### src/include/mks_pkg.sv
// shared constants and types for the menu key and sync status block
package mks_pkg;
  // bus register byte offsets
  localparam logic [7:0] OFS_CTRL    = 8'h00;
  localparam logic [7:0] OFS_MENU    = 8'h04;
  localparam logic [7:0] OFS_VAL     = 8'h08;
  localparam logic [7:0] OFS_SYNC    = 8'h0C;
  // control field positions
  localparam int CTRL_RXBR_LSB = 0;
  localparam int CTRL_LEDEN    = 8;
  // status field positions
  localparam int SYNC_DONE_BIT = 0;
  localparam int SYNC_SYNCED   = 1;
  // reset values and limits
  localparam logic [4:0] RXBR_RESET = 5'h0_00A;
  localparam logic [4:0] RXBR_MAX   = 5'h0_019;
  localparam logic [7:0] NUM_MAX    = 8'h0_063;
  // debounce time and count at 40 MHz
  localparam int DEB_US     = 10;
  localparam int CLK_MHZ    = 40;
  localparam int DEB_CYCLES = DEB_US * CLK_MHZ;
  // seconds per decoded minute
  localparam logic [5:0] MINUTE_SECS = 6'h0_3C;
  // main menu positions in display order
  typedef enum logic [3:0] {M_NORMAL, M_DISPMODE, M_ALARM, M_BRIGHT, M_TSIG, M_CLOCK,
                            M_INFO, M_CHIPNO, M_FWVER} mks_main_type;
  // submenu item counts, exit is last
  localparam logic [3:0] ALARM_ITEMS  = 4'h8;
  localparam logic [3:0] BRIGHT_ITEMS = 4'hC;
  localparam logic [3:0] TSIG_ITEMS   = 4'h9;
  localparam logic [3:0] CLOCK_ITEMS  = 4'h9;
  // time signal submenu item codes
  localparam logic [3:0] TS_RXBR = 4'h1;
  localparam logic [3:0] TS_LED  = 4'h3;
  // setting classes
  typedef enum logic [1:0] {K_NUM, K_ONOFF, K_LIST, K_NONE} mks_kind_type;
  // synchronisation status
  typedef enum logic [1:0] {S_NOSIG, S_SEARCH, S_READ, S_DONE} mks_sync_type;
endpackage : mks_pkg

### src/design/mks_menu_keys.sv
// menu key navigation and sync status indication
`timescale 1ns/1ps
module mks_menu_keys
  import mks_pkg::*;
(
  input  wire logic        aclk,          // system clock
  input  wire logic        aresetn,       // sync reset, low active
  input  wire logic [3:0]  key_n,         // menu+, menu-, plus, minus pins, low active
  input  wire logic        pulse_n,       // receiver pulse pin, low active
  input  wire logic        signal_ok,     // acceptable signal seen
  input  wire logic        marker_found,  // minute marker second found
  input  wire logic        second_tick,   // one pulse per second
  input  wire logic        work_cycle,    // reception work cycle level
  input  wire logic [31:0] s_axi_awaddr,  // write address
  input  wire logic        s_axi_awvalid, // write address valid
  output logic             s_axi_awready, // write address ready
  input  wire logic [31:0] s_axi_wdata,   // write data
  input  wire logic [3:0]  s_axi_wstrb,   // write strobes
  input  wire logic        s_axi_wvalid,  // write data valid
  output logic             s_axi_wready,  // write data ready
  output logic [1:0]       s_axi_bresp,   // write response
  output logic             s_axi_bvalid,  // write response valid
  input  wire logic        s_axi_bready,  // write response ready
  input  wire logic [31:0] s_axi_araddr,  // read address
  input  wire logic        s_axi_arvalid, // read address valid
  output logic             s_axi_arready, // read address ready
  output logic [31:0]      s_axi_rdata,   // read data
  output logic [1:0]       s_axi_rresp,   // read response
  output logic             s_axi_rvalid,  // read data valid
  input  wire logic        s_axi_rready,  // read data ready
  output logic             display_on_ff, // display active
  output logic             status_dp_ff,  // single decimal point
  output logic [1:0]       banner_ff,     // 0 nosig 1 search 2 reading_banner 3 time
  output logic             rx_led_ff      // receive LED
);
  // key synchroniser, debounce and press edge
  logic [3:0]  ks1_ff, ks2_ff, kst_ff, kold_ff, press_ff;
  logic [15:0] kcnt_ff [4];
  genvar g;
  generate
    for (g = 0; g < 4; g++)
    begin : g_key
      always_ff @(posedge aclk)
      begin
        if (!aresetn)
        begin
          ks1_ff[g] <= 1'b0;
          ks2_ff[g] <= 1'b0;
          kst_ff[g] <= 1'b0;
          kcnt_ff[g] <= '0;
        end
        else
        begin
          ks1_ff[g] <= ~key_n[g];
          ks2_ff[g] <= ks1_ff[g];
          if (ks2_ff[g] == kst_ff[g])
            kcnt_ff[g] <= '0;
          else if (kcnt_ff[g] == 16'(DEB_CYCLES - 1))
          begin
            kst_ff[g] <= ks2_ff[g];
            kcnt_ff[g] <= '0;
          end
          else
            kcnt_ff[g] <= kcnt_ff[g] + 16'h0001;
        end
      end
    end
  endgenerate

  always_ff @(posedge aclk)
  begin
    if (!aresetn)
    begin
      kold_ff <= '0;
      press_ff <= '0;
    end
    else
    begin
      kold_ff <= kst_ff;
      press_ff <= kst_ff & ~kold_ff;
    end
  end
  wire fwd   = press_ff[0];
  wire back  = press_ff[1];
  wire plus  = press_ff[2];
  wire minus = press_ff[3];

  // menu state
  mks_main_type main_ff, nxt_main;
  logic       insub_ff, nxt_insub;
  logic [3:0] item_ff, nxt_item;
  logic [4:0] rxbr_ff;
  logic       leden_ff;
  logic [7:0] val_ff, nxt_val;
  logic       sw_rxbr_we;
  logic [4:0] sw_rxbr;
  logic       sw_leden;
  logic       sw_leden_we;
  wire  [3:0] sub_items = (main_ff == M_ALARM) ? ALARM_ITEMS :
                          (main_ff == M_BRIGHT) ? BRIGHT_ITEMS :
                          (main_ff == M_TSIG) ? TSIG_ITEMS : CLOCK_ITEMS;
  wire        has_sub   = (main_ff == M_ALARM) || (main_ff == M_BRIGHT) ||
                          (main_ff == M_TSIG) || (main_ff == M_CLOCK);
  wire        at_exit   = insub_ff && (item_ff == sub_items - 4'h1);
  wire        on_rxbr   = insub_ff && (main_ff == M_TSIG) && (item_ff == TS_RXBR);
  wire        on_led    = insub_ff && (main_ff == M_TSIG) && (item_ff == TS_LED);
  // setting class of the current position
  wire mks_kind_type kind = on_led ? K_ONOFF :
                            (main_ff == M_DISPMODE) ? K_LIST :
                            (insub_ff && !at_exit) ? K_NUM : K_NONE;
  logic in_menu_ff;

  // navigation next-state
  always_comb
  begin
    nxt_main  = main_ff;
    nxt_insub = insub_ff;
    nxt_item  = item_ff;
    nxt_val   = val_ff;
    if (fwd)
    begin
      if (insub_ff)
        nxt_item = (item_ff == sub_items - 4'h1) ? 4'h0 : item_ff + 4'h1;
      else if (in_menu_ff)
        nxt_main = (main_ff == M_FWVER) ? M_NORMAL : mks_main_type'(main_ff + 4'h1);
    end
    else if (back)
    begin
      if (insub_ff)
        nxt_item = (item_ff == 4'h0) ? sub_items - 4'h1 : item_ff - 4'h1;
      else if (in_menu_ff)
        nxt_main = (main_ff == M_NORMAL) ? M_FWVER : mks_main_type'(main_ff - 4'h1);
    end
    else if (plus)
    begin
      if (!insub_ff && has_sub)
      begin
        nxt_insub = 1'b1;
        nxt_item  = 4'h0;
      end
      else if (at_exit)
        nxt_insub = 1'b0;
      else if (kind == K_NUM && val_ff != NUM_MAX)
        nxt_val = val_ff + 8'h01;
      else if (kind == K_LIST)
        nxt_val = {6'h00, 2'(val_ff[1:0] + 2'h1)};
    end
    else if (minus)
    begin
      if (kind == K_NUM && val_ff != 8'h00)
        nxt_val = val_ff - 8'h01;
      else if (kind == K_LIST)
        nxt_val = {6'h00, 2'(val_ff[1:0] - 2'h1)};
    end
  end

  always_ff @(posedge aclk)
  begin
    if (!aresetn)
    begin
      main_ff <= M_NORMAL;
      insub_ff <= 1'b0;
      item_ff <= '0;
      val_ff <= '0;
      in_menu_ff <= 1'b0;
    end
    else
    begin
      main_ff <= nxt_main;
      insub_ff <= nxt_insub;
      item_ff <= nxt_item;
      val_ff <= nxt_val;
      if (fwd || back)
        in_menu_ff <= 1'b1;
    end
  end

  // receive brightness setting, software write wins over keys
  always_ff @(posedge aclk)
  begin
    if (!aresetn)
      rxbr_ff <= RXBR_RESET;
    else if (sw_rxbr_we)
      rxbr_ff <= (sw_rxbr > RXBR_MAX) ? RXBR_MAX : sw_rxbr;
    else if (on_rxbr && plus && rxbr_ff != RXBR_MAX)
      rxbr_ff <= rxbr_ff + 5'h01;
    else if (on_rxbr && minus && rxbr_ff != 5'h00)
      rxbr_ff <= rxbr_ff - 5'h01;
  end

  // led enable setting, own byte lane
  always_ff @(posedge aclk)
  begin
    if (!aresetn)
      leden_ff <= 1'b1;
    else if (sw_leden_we)
      leden_ff <= sw_leden;
    // on/off forced by plus and minus
    else if (on_led && plus)
      leden_ff <= 1'b1;
    else if (on_led && minus)
      leden_ff <= 1'b0;
  end

  // pulse synchroniser and falling edge
  logic p1_ff, p2_ff, p3_ff;
  always_ff @(posedge aclk)
  begin
    if (!aresetn)
    begin
      p1_ff <= 1'b0;
      p2_ff <= 1'b0;
      p3_ff <= 1'b0;
    end
    else
    begin
      p1_ff <= ~pulse_n;
      p2_ff <= p1_ff;
      p3_ff <= p2_ff;
    end
  end
  wire pulse_hi   = p2_ff;
  wire pulse_rise = p2_ff & ~p3_ff;

  // sync progression
  mks_sync_type sync_ff;
  logic [5:0]   secs_ff;
  always_ff @(posedge aclk)
  begin
    if (!aresetn)
    begin
      sync_ff <= S_NOSIG;
      secs_ff <= '0;
    end
    else
      unique case (sync_ff)
        S_NOSIG:  if (signal_ok) sync_ff <= S_SEARCH;
        S_SEARCH:
        begin
          if (!signal_ok)
            sync_ff <= S_NOSIG;
          else if (marker_found)
          begin
            sync_ff <= S_READ;
            secs_ff <= '0;
          end
        end
        S_READ:
        begin
          if (!signal_ok)
            sync_ff <= S_NOSIG;
          else if (second_tick)
          begin
            if (secs_ff == MINUTE_SECS - 6'h01)
              sync_ff <= S_DONE;
            secs_ff <= secs_ff + 6'h01;
          end
        end
        S_DONE:   sync_ff <= S_DONE;
      endcase
  end
  wire synced = (sync_ff == S_DONE);

  // display, decimal point and LED outputs
  always_ff @(posedge aclk)
  begin
    if (!aresetn)
    begin
      display_on_ff <= 1'b1;
      status_dp_ff <= 1'b0;
      banner_ff <= 2'h0;
      rx_led_ff <= 1'b0;
    end
    else
    begin
      display_on_ff <= synced || (rxbr_ff != 5'h00);
      banner_ff <= 2'(sync_ff);
      if (synced || rxbr_ff != 5'h00)
        status_dp_ff <= 1'b0;
      else if (pulse_rise)
        status_dp_ff <= ~status_dp_ff;
      if (!synced)
        rx_led_ff <= leden_ff & (signal_ok ? pulse_hi : work_cycle);
      else
        rx_led_ff <= 1'b0;
    end
  end

  // axi-lite write path
  logic        awhave_ff, whave_ff;
  logic [7:0]  awa_ff;
  logic [31:0] wd_ff;
  logic [1:0]  wst_ff;
  wire         wdo = awhave_ff && whave_ff && !s_axi_bvalid;
  // lane 0 carries brightness, lane 1 the led enable
  assign sw_rxbr_we  = wdo && (awa_ff == OFS_CTRL) && wst_ff[0];
  assign sw_leden_we = wdo && (awa_ff == OFS_CTRL) && wst_ff[1];
  assign sw_rxbr    = wd_ff[CTRL_RXBR_LSB +: 5];
  assign sw_leden   = wd_ff[CTRL_LEDEN];
  always_ff @(posedge aclk)
  begin
    if (!aresetn)
    begin
      awhave_ff <= 1'b0;
      whave_ff <= 1'b0;
      awa_ff <= '0;
      wd_ff <= '0;
      wst_ff <= '0;
      s_axi_awready <= 1'b0;
      s_axi_wready <= 1'b0;
      s_axi_bvalid <= 1'b0;
      s_axi_bresp <= 2'h0;
    end
    else
    begin
      s_axi_awready <= !awhave_ff && !s_axi_awready && s_axi_awvalid;
      s_axi_wready <= !whave_ff && !s_axi_wready && s_axi_wvalid;
      if (s_axi_awvalid && s_axi_awready)
      begin
        awhave_ff <= 1'b1;
        awa_ff <= s_axi_awaddr[7:0];
      end
      if (s_axi_wvalid && s_axi_wready)
      begin
        whave_ff <= 1'b1;
        wd_ff <= s_axi_wdata;
        wst_ff <= s_axi_wstrb[1:0];
      end
      if (wdo)
      begin
        awhave_ff <= 1'b0;
        whave_ff <= 1'b0;
        s_axi_bvalid <= 1'b1;
        s_axi_bresp <= (awa_ff == OFS_CTRL) ? 2'h0 : 2'h2;
      end
      else if (s_axi_bready)
        s_axi_bvalid <= 1'b0;
    end
  end

  // axi-lite read path
  wire [31:0] rmux = (s_axi_araddr[7:0] == OFS_CTRL) ? {23'h0, leden_ff, 3'h0, rxbr_ff} :
                     (s_axi_araddr[7:0] == OFS_MENU) ? {22'h0, in_menu_ff, insub_ff, item_ff, 4'h0} |
                                                        {28'h0, main_ff} :
                     (s_axi_araddr[7:0] == OFS_VAL)  ? {24'h0, val_ff} :
                     {28'h0, sync_ff, synced, synced};
  wire        rok  = (s_axi_araddr[7:0] == OFS_CTRL) || (s_axi_araddr[7:0] == OFS_MENU) ||
                     (s_axi_araddr[7:0] == OFS_VAL) || (s_axi_araddr[7:0] == OFS_SYNC);
  always_ff @(posedge aclk)
  begin
    if (!aresetn)
    begin
      s_axi_arready <= 1'b0;
      s_axi_rvalid <= 1'b0;
      s_axi_rdata <= '0;
      s_axi_rresp <= 2'h0;
    end
    else
    begin
      s_axi_arready <= !s_axi_arready && !s_axi_rvalid && s_axi_arvalid;
      if (s_axi_arvalid && s_axi_arready)
      begin
        s_axi_rvalid <= 1'b1;
        s_axi_rdata <= rok ? rmux : 32'h0000_0000;
        s_axi_rresp <= rok ? 2'h0 : 2'h2;
      end
      else if (s_axi_rready)
        s_axi_rvalid <= 1'b0;
    end
  end

  // checks
  // submenu entry by plus only
  sub_enter_a: assert property (@(posedge aclk) disable iff (!aresetn)
    $rose(insub_ff) |-> $past(plus)) else $error("submenu entered without plus");
  sub_wrap_a: assert property (@(posedge aclk) disable iff (!aresetn)
    (insub_ff && fwd && at_exit) |=> item_ff == 4'h0) else $error("submenu did not wrap");
  main_fwd_a: assert property (@(posedge aclk) disable iff (!aresetn)
    (in_menu_ff && !insub_ff && fwd && main_ff == M_NORMAL) |=> main_ff == M_DISPMODE)
    else $error("forward step wrong");
  main_back_a: assert property (@(posedge aclk) disable iff (!aresetn)
    (in_menu_ff && !insub_ff && back && main_ff == M_NORMAL) |=> main_ff == M_FWVER)
    else $error("backward step wrong");
  rxbr_range_a: assert property (@(posedge aclk) disable iff (!aresetn)
    rxbr_ff <= RXBR_MAX) else $error("receive brightness out of range");
  disp_blank_a: assert property (@(posedge aclk) disable iff (!aresetn)
    (rxbr_ff == 5'h00 && !synced) |=> !display_on_ff) else $error("display not blanked");
  disp_on_a: assert property (@(posedge aclk) disable iff (!aresetn)
    (rxbr_ff != 5'h00) |=> display_on_ff) else $error("display not active");
  sync_search_a: assert property (@(posedge aclk) disable iff (!aresetn)
    (sync_ff == S_NOSIG && signal_ok) |=> sync_ff == S_SEARCH ##1 banner_ff == 2'h1)
    else $error("search text missing");
  led_off_a: assert property (@(posedge aclk) disable iff (!aresetn)
    !leden_ff |=> !rx_led_ff) else $error("led lit while disabled");
  led_on_set_a: assert property (@(posedge aclk) disable iff (!aresetn)
    (on_led && plus && !sw_leden_we) |=> leden_ff) else $error("on/off not set");
endmodule : mks_menu_keys

### config.mk
export PLATFORM = sky130hd
export DESIGN_NAME = mks_menu_keys
export DESIGN_NICKNAME = d
export VERILOG_FILES = /design/src/include/mks_pkg.sv /design/src/design/mks_menu_keys.sv
export SDC_FILE = /design/constraint.sdc
export NUM_CORES = 1
export LEC_CHECK = 0
export BUFFER_PORTS_ARGS = -buffer_cell sky130_fd_sc_hd__buf_2
export CORE_AREA = 2 2 177 92
export CTS_BUF_LIST = sky130_fd_sc_hd__clkbuf_4 sky130_fd_sc_hd__clkbuf_8
export DETAILED_ROUTE_END_ITERATION = 8
export DIE_AREA = 0 0 179 94
export MAX_ROUTING_LAYER = met4
export PLACE_DENSITY_LB_ADDON = 0.1
export SYNTH_ARGS = -nofsm -noshare
export SYNTH_HDL_FRONTEND = slang
export SYNTH_SLANG_ARGS = --single-unit
### constraint.sdc
create_clock -name aclk -period 3.49 [get_ports aclk]
set_input_delay 0.1745 -clock aclk [delete_from_list [all_inputs] [get_ports aclk]]
set_output_delay 0.1745 -clock aclk [all_outputs]
set_load 0.1 [all_outputs]
==> impl_metrics.py <==
metrics = {
    "sta": {
        "tns_ns": 0,
        "rsz0062_at_grt": "false",
        "max_slew_margin_pct": 52.1,
        "hold_violations": 0,
        "worstMarginPinSlew_ns": 0.712,
        "layout_min_cycle_time_ns": 3.08,
        "slew_viol_final": 0,
        "fin_crit_sh_pct": 88.2,
        "setup_violations": 0,
        "finClkSkew_ns": 0.0172,
        "fmax_ghz": 0.325,
    },
    "worst_setup_path": {
        "slowest_stage": "or2_2",
        "required_ns": 3.84,
        "worstPathArrival_ns": 3.43,
        "cp-start-kind": "register",
        "endpoint_kind": "register",
        "cp_common_cell": "ha_1",
        "critical_path_class": "register to register",
        "cpPeakStageDelay_ns": 0.39,
        "crit_chain": "inv_1 -> ha_1 -> and4b_1 -> nand3_1 -> or2_2 -> ha_1 -> nor2b_1 -> o21ai_0 -> o211a_1 -> o21ai_1 -> xor2_1 -> a211oi_1",
        "crit_fanout": 8,
    },
    "cts": {
        "cts-htree-levels": 4,
        "cts_tree": "yes",
        "cts.clk_slew.worst_paths_ns": 0.09,
        "clk_latency_ns": 0.44,
        "cts_buffers": 17,
        "cts.sinks": 159,
        "cts_root_buf": "clkbuf_8",
        "cts_buffer_depth": 2,
    },
    "detailed_routing": {
        "dr_wl_met3_um": 825,
        "wl_met1_mm": 7.86,
        "vias": 6476,
        "dr_wl_met2_mm": 7.83,
        "ant_nets": 0,
        "drc": 0,
        "wl_mm": 16.7,
        "first_pass_iters": 7,
        "vias_per_cell": 5.25,
        "drt-wirelength-per-cell_um": 13.5,
        "drtIter0Drc": 372,
        "top_layer_used": "met4",
    },
    "floorplan": {
        "fp.dieH_um": 94,
        "rows": 32,
        "io_pins": 162,
        "core_region_area_um2": 15200,
        "initial_core_util_pct": 54.4,
        "die_x_um": 179,
        "dieArea_um2": 16800,
    },
    "final_layout": {
        "final_util_pct": 61.6,
        "area_growth_pct": 13.2,
        "drive_above_1_share_pct": 11.1,
        "final_common_cell": "nor2_1",
        "final_cell_mix": "nor2_1, dfxtp_1, conb_1",
        "fin_nets": 1149,
        "nFillCells": 1305,
    },
    "synth": {
        "ys_seq_elements": 159,
        "synth_edf_count": 64,
        "syn_inst": 881,
        "synth_seq_area_share_pct": 46.3,
        "yosys_warnings": 0,
        "muxShareOfSynthArea_pct": 2.77,
        "synth_async_sr_flop_share_pct": 0,
        "synth_cell_types": 72,
        "synth-xor-area-share_pct": 7.53,
        "synth_fa_ha_area_share_pct": 2.97,
        "syn_avg_cell_area_um2": 9.37,
        "yosys.area_share.simple_pct": 24.0,
        "synth_top_family_by_area": "simple AND/OR/NAND/NOR gates",
        "synth_compound_area_share_pct": 10.7,
        "synthFlopType": "dfxtp_1",
        "syn_area_um2": 8250,
    },
    "global_route": {
        "grt_pass1_wl_mm": 28.6,
        "grt-ovfl-total": 0,
        "grt_pass1_vias": 6070,
        "antenna_found_initial": 1,
        "grt_max_degree": 31,
        "grt_usage_pct": 21.8,
    },
    "power": {
        "powerDensity_nw_per_um2": 386,
        "vdd_drop_max_mv": 0.193,
        "p_leak_uw": 0.00368,
    },
    "job": {
        "max_cap_viol_count": 0,
    },
    "placed_design": {
        "gp_congestion": 0.910,
        "dpl.hpwl_mm": 11.6,
        "io_buffers": 61,
    },
    "outcome": {
        "status": "completed",
    },
    "hold_path": {
        "holdCritPathClass": "input pin to register",
    },
}
-- worst paths after layout --
check | from | slack (ns) | to | depth (start not counted)
hold / removal | s_axi_wdata[0] | 0.03 | wd_ff[0]$_SDFFE_PN0P_ | 3
hold reg to reg | kold_ff[2]$_SDFF_PN0_ | 0.39 | press_ff[2]$_SDFF_PN0_ | 1
setup reg to reg | main_ff[0]$_SDFFE_PN0P_ | 0.41 | rxbr_ff[4]$_SDFFE_PN0P_ | 12
setup / recovery | main_ff[0]$_SDFFE_PN0P_ | 0.41 | rxbr_ff[4]$_SDFFE_PN0P_ | 12
-- sequential cells by signal (all words and copies together) (netlist names), 2 cells and up --
| signal | flops |
|---|---|
| wst_ff | 2 |
| kold_ff | 4 |
| s_axi_rdata | 10 |
| wd_ff | 6 |
| main_ff | 4 |
| rxbr_ff | 5 |
| sync_ff | 2 |
| press_ff | 4 |
| ks2_ff | 4 |
| ks1_ff | 4 |
| val_ff | 8 |
| banner_ff | 2 |
| item_ff | 4 |
| secs_ff | 6 |
| kst_ff | 4 |
| awa_ff | 8 |
| kcnt_ff | 64 |
-- cells in the mapped netlist, types with 6 or more instances --
library cell | instances | area, um2
a211oi_1 | 7 | 52.6
buf_4 | 24 | 180
ha_1 | 18 | 225
nand3_1 | 57 | 285
xnor2_1 | 30 | 263
and3_1 | 21 | 131
buf_6 | 6 | 67.6
clkbuf_1 | 23 | 86.3
nor3_1 | 27 | 135
mux2i_1 | 15 | 150
a22oi_1 | 9 | 67.6
nor2_1 | 119 | 447
a21oi_1 | 48 | 240
inv_1 | 19 | 71.3
edfxtp_1 | 64 | 1920
nor4_1 | 12 | 75.1
and2_1 | 19 | 119
nand4_1 | 16 | 100
dfxtp_1 | 95 | 1900
nor2b_1 | 12 | 75.1
o21ai_0 | 19 | 95.1
nand2_1 | 83 | 312
xor2_1 | 41 | 359
-- kinds of logic (layout without fill, tap and decap cells) --
family          after synthesis  count (layout)
compound gates              132             132
other cells                   2              90
simple gates                400             400
fa+ha+maj                    19              19
flops                       159             159
mux                          20              20
xor+xnor                     71              71
buf+inv                      78             138
-- where the power goes --
part,switching [uW],total [uW],internal [uW]
logic,243,322,79.6
registers,47.3,2030,1980
clock network,746,1260,513
total,1040,3610,2570
-- critical path: cells and delay by family (launching register included) --
kind                       cells  cell delay, ns
buffers and inverters          1            0.13
xor gates and xnor gates       1            0.16
and+or+nand+nor                4            1.00
AOI/OAI and AO/OA              4            0.69
DFF                            1            0.38
adders and majority gates      2            0.65
-- per-layer routing --
| layer | vias to the layer above | GRT usage [%] |
|---|---|---|
| met4 | 0 | 5.22 |
| met2 | 154 | 35.6 |
| li1 | 3282 | - |
| met3 | 16 | 4.98 |
| met5 | - | - |
| met1 | 3024 | 27.7 |
-- final cells by class --
class / instances / area (um2) / share of cell area (%)
Multi-Input combinational cell: 730 / 4290 / 45.9
Sequential cell: 159 / 3820 / 40.9
Timing Repair Buffer: 86 / 546 / 5.84
Tap cell: 204 / 255 / 2.73
Clock buffer: 18 / 241 / 2.58
Clock inverter: 14 / 106 / 1.14
Inverter: 20 / 75.1 / 0.803
Antenna cell: 2 / 5.00 / 0.0536
-- timing repair --
item,4_1_cts,5_1_grt
hold buffers,21,0
resized for setup,0,0
endpoints found under the hold margin,21,0
setup endpoints to repair,0,0
setup buffers,0,0
-- stage by stage --
step / cells / hold slack, ns / power, uW / worst slack [ns] / area, um2
after global routing: 1232 / 0.0245 / 3750 / 0.156 / 9340
after detailed placement: 1178 / 0.334 / 2370 / 0.442 / 8780
final: 1233 / 0.0295 / 3610 / 0.413 / 9350
after floorplan: 967 / 0.241 / 2330 / 0.840 / 8580
after CTS: 1231 / 0.00533 / 3640 / 0.447 / 9340
after global placement: 1178 / 0.334 / 2360 / 0.526 / 8780
No activity file was read; power rests on OpenSTA's default activity.
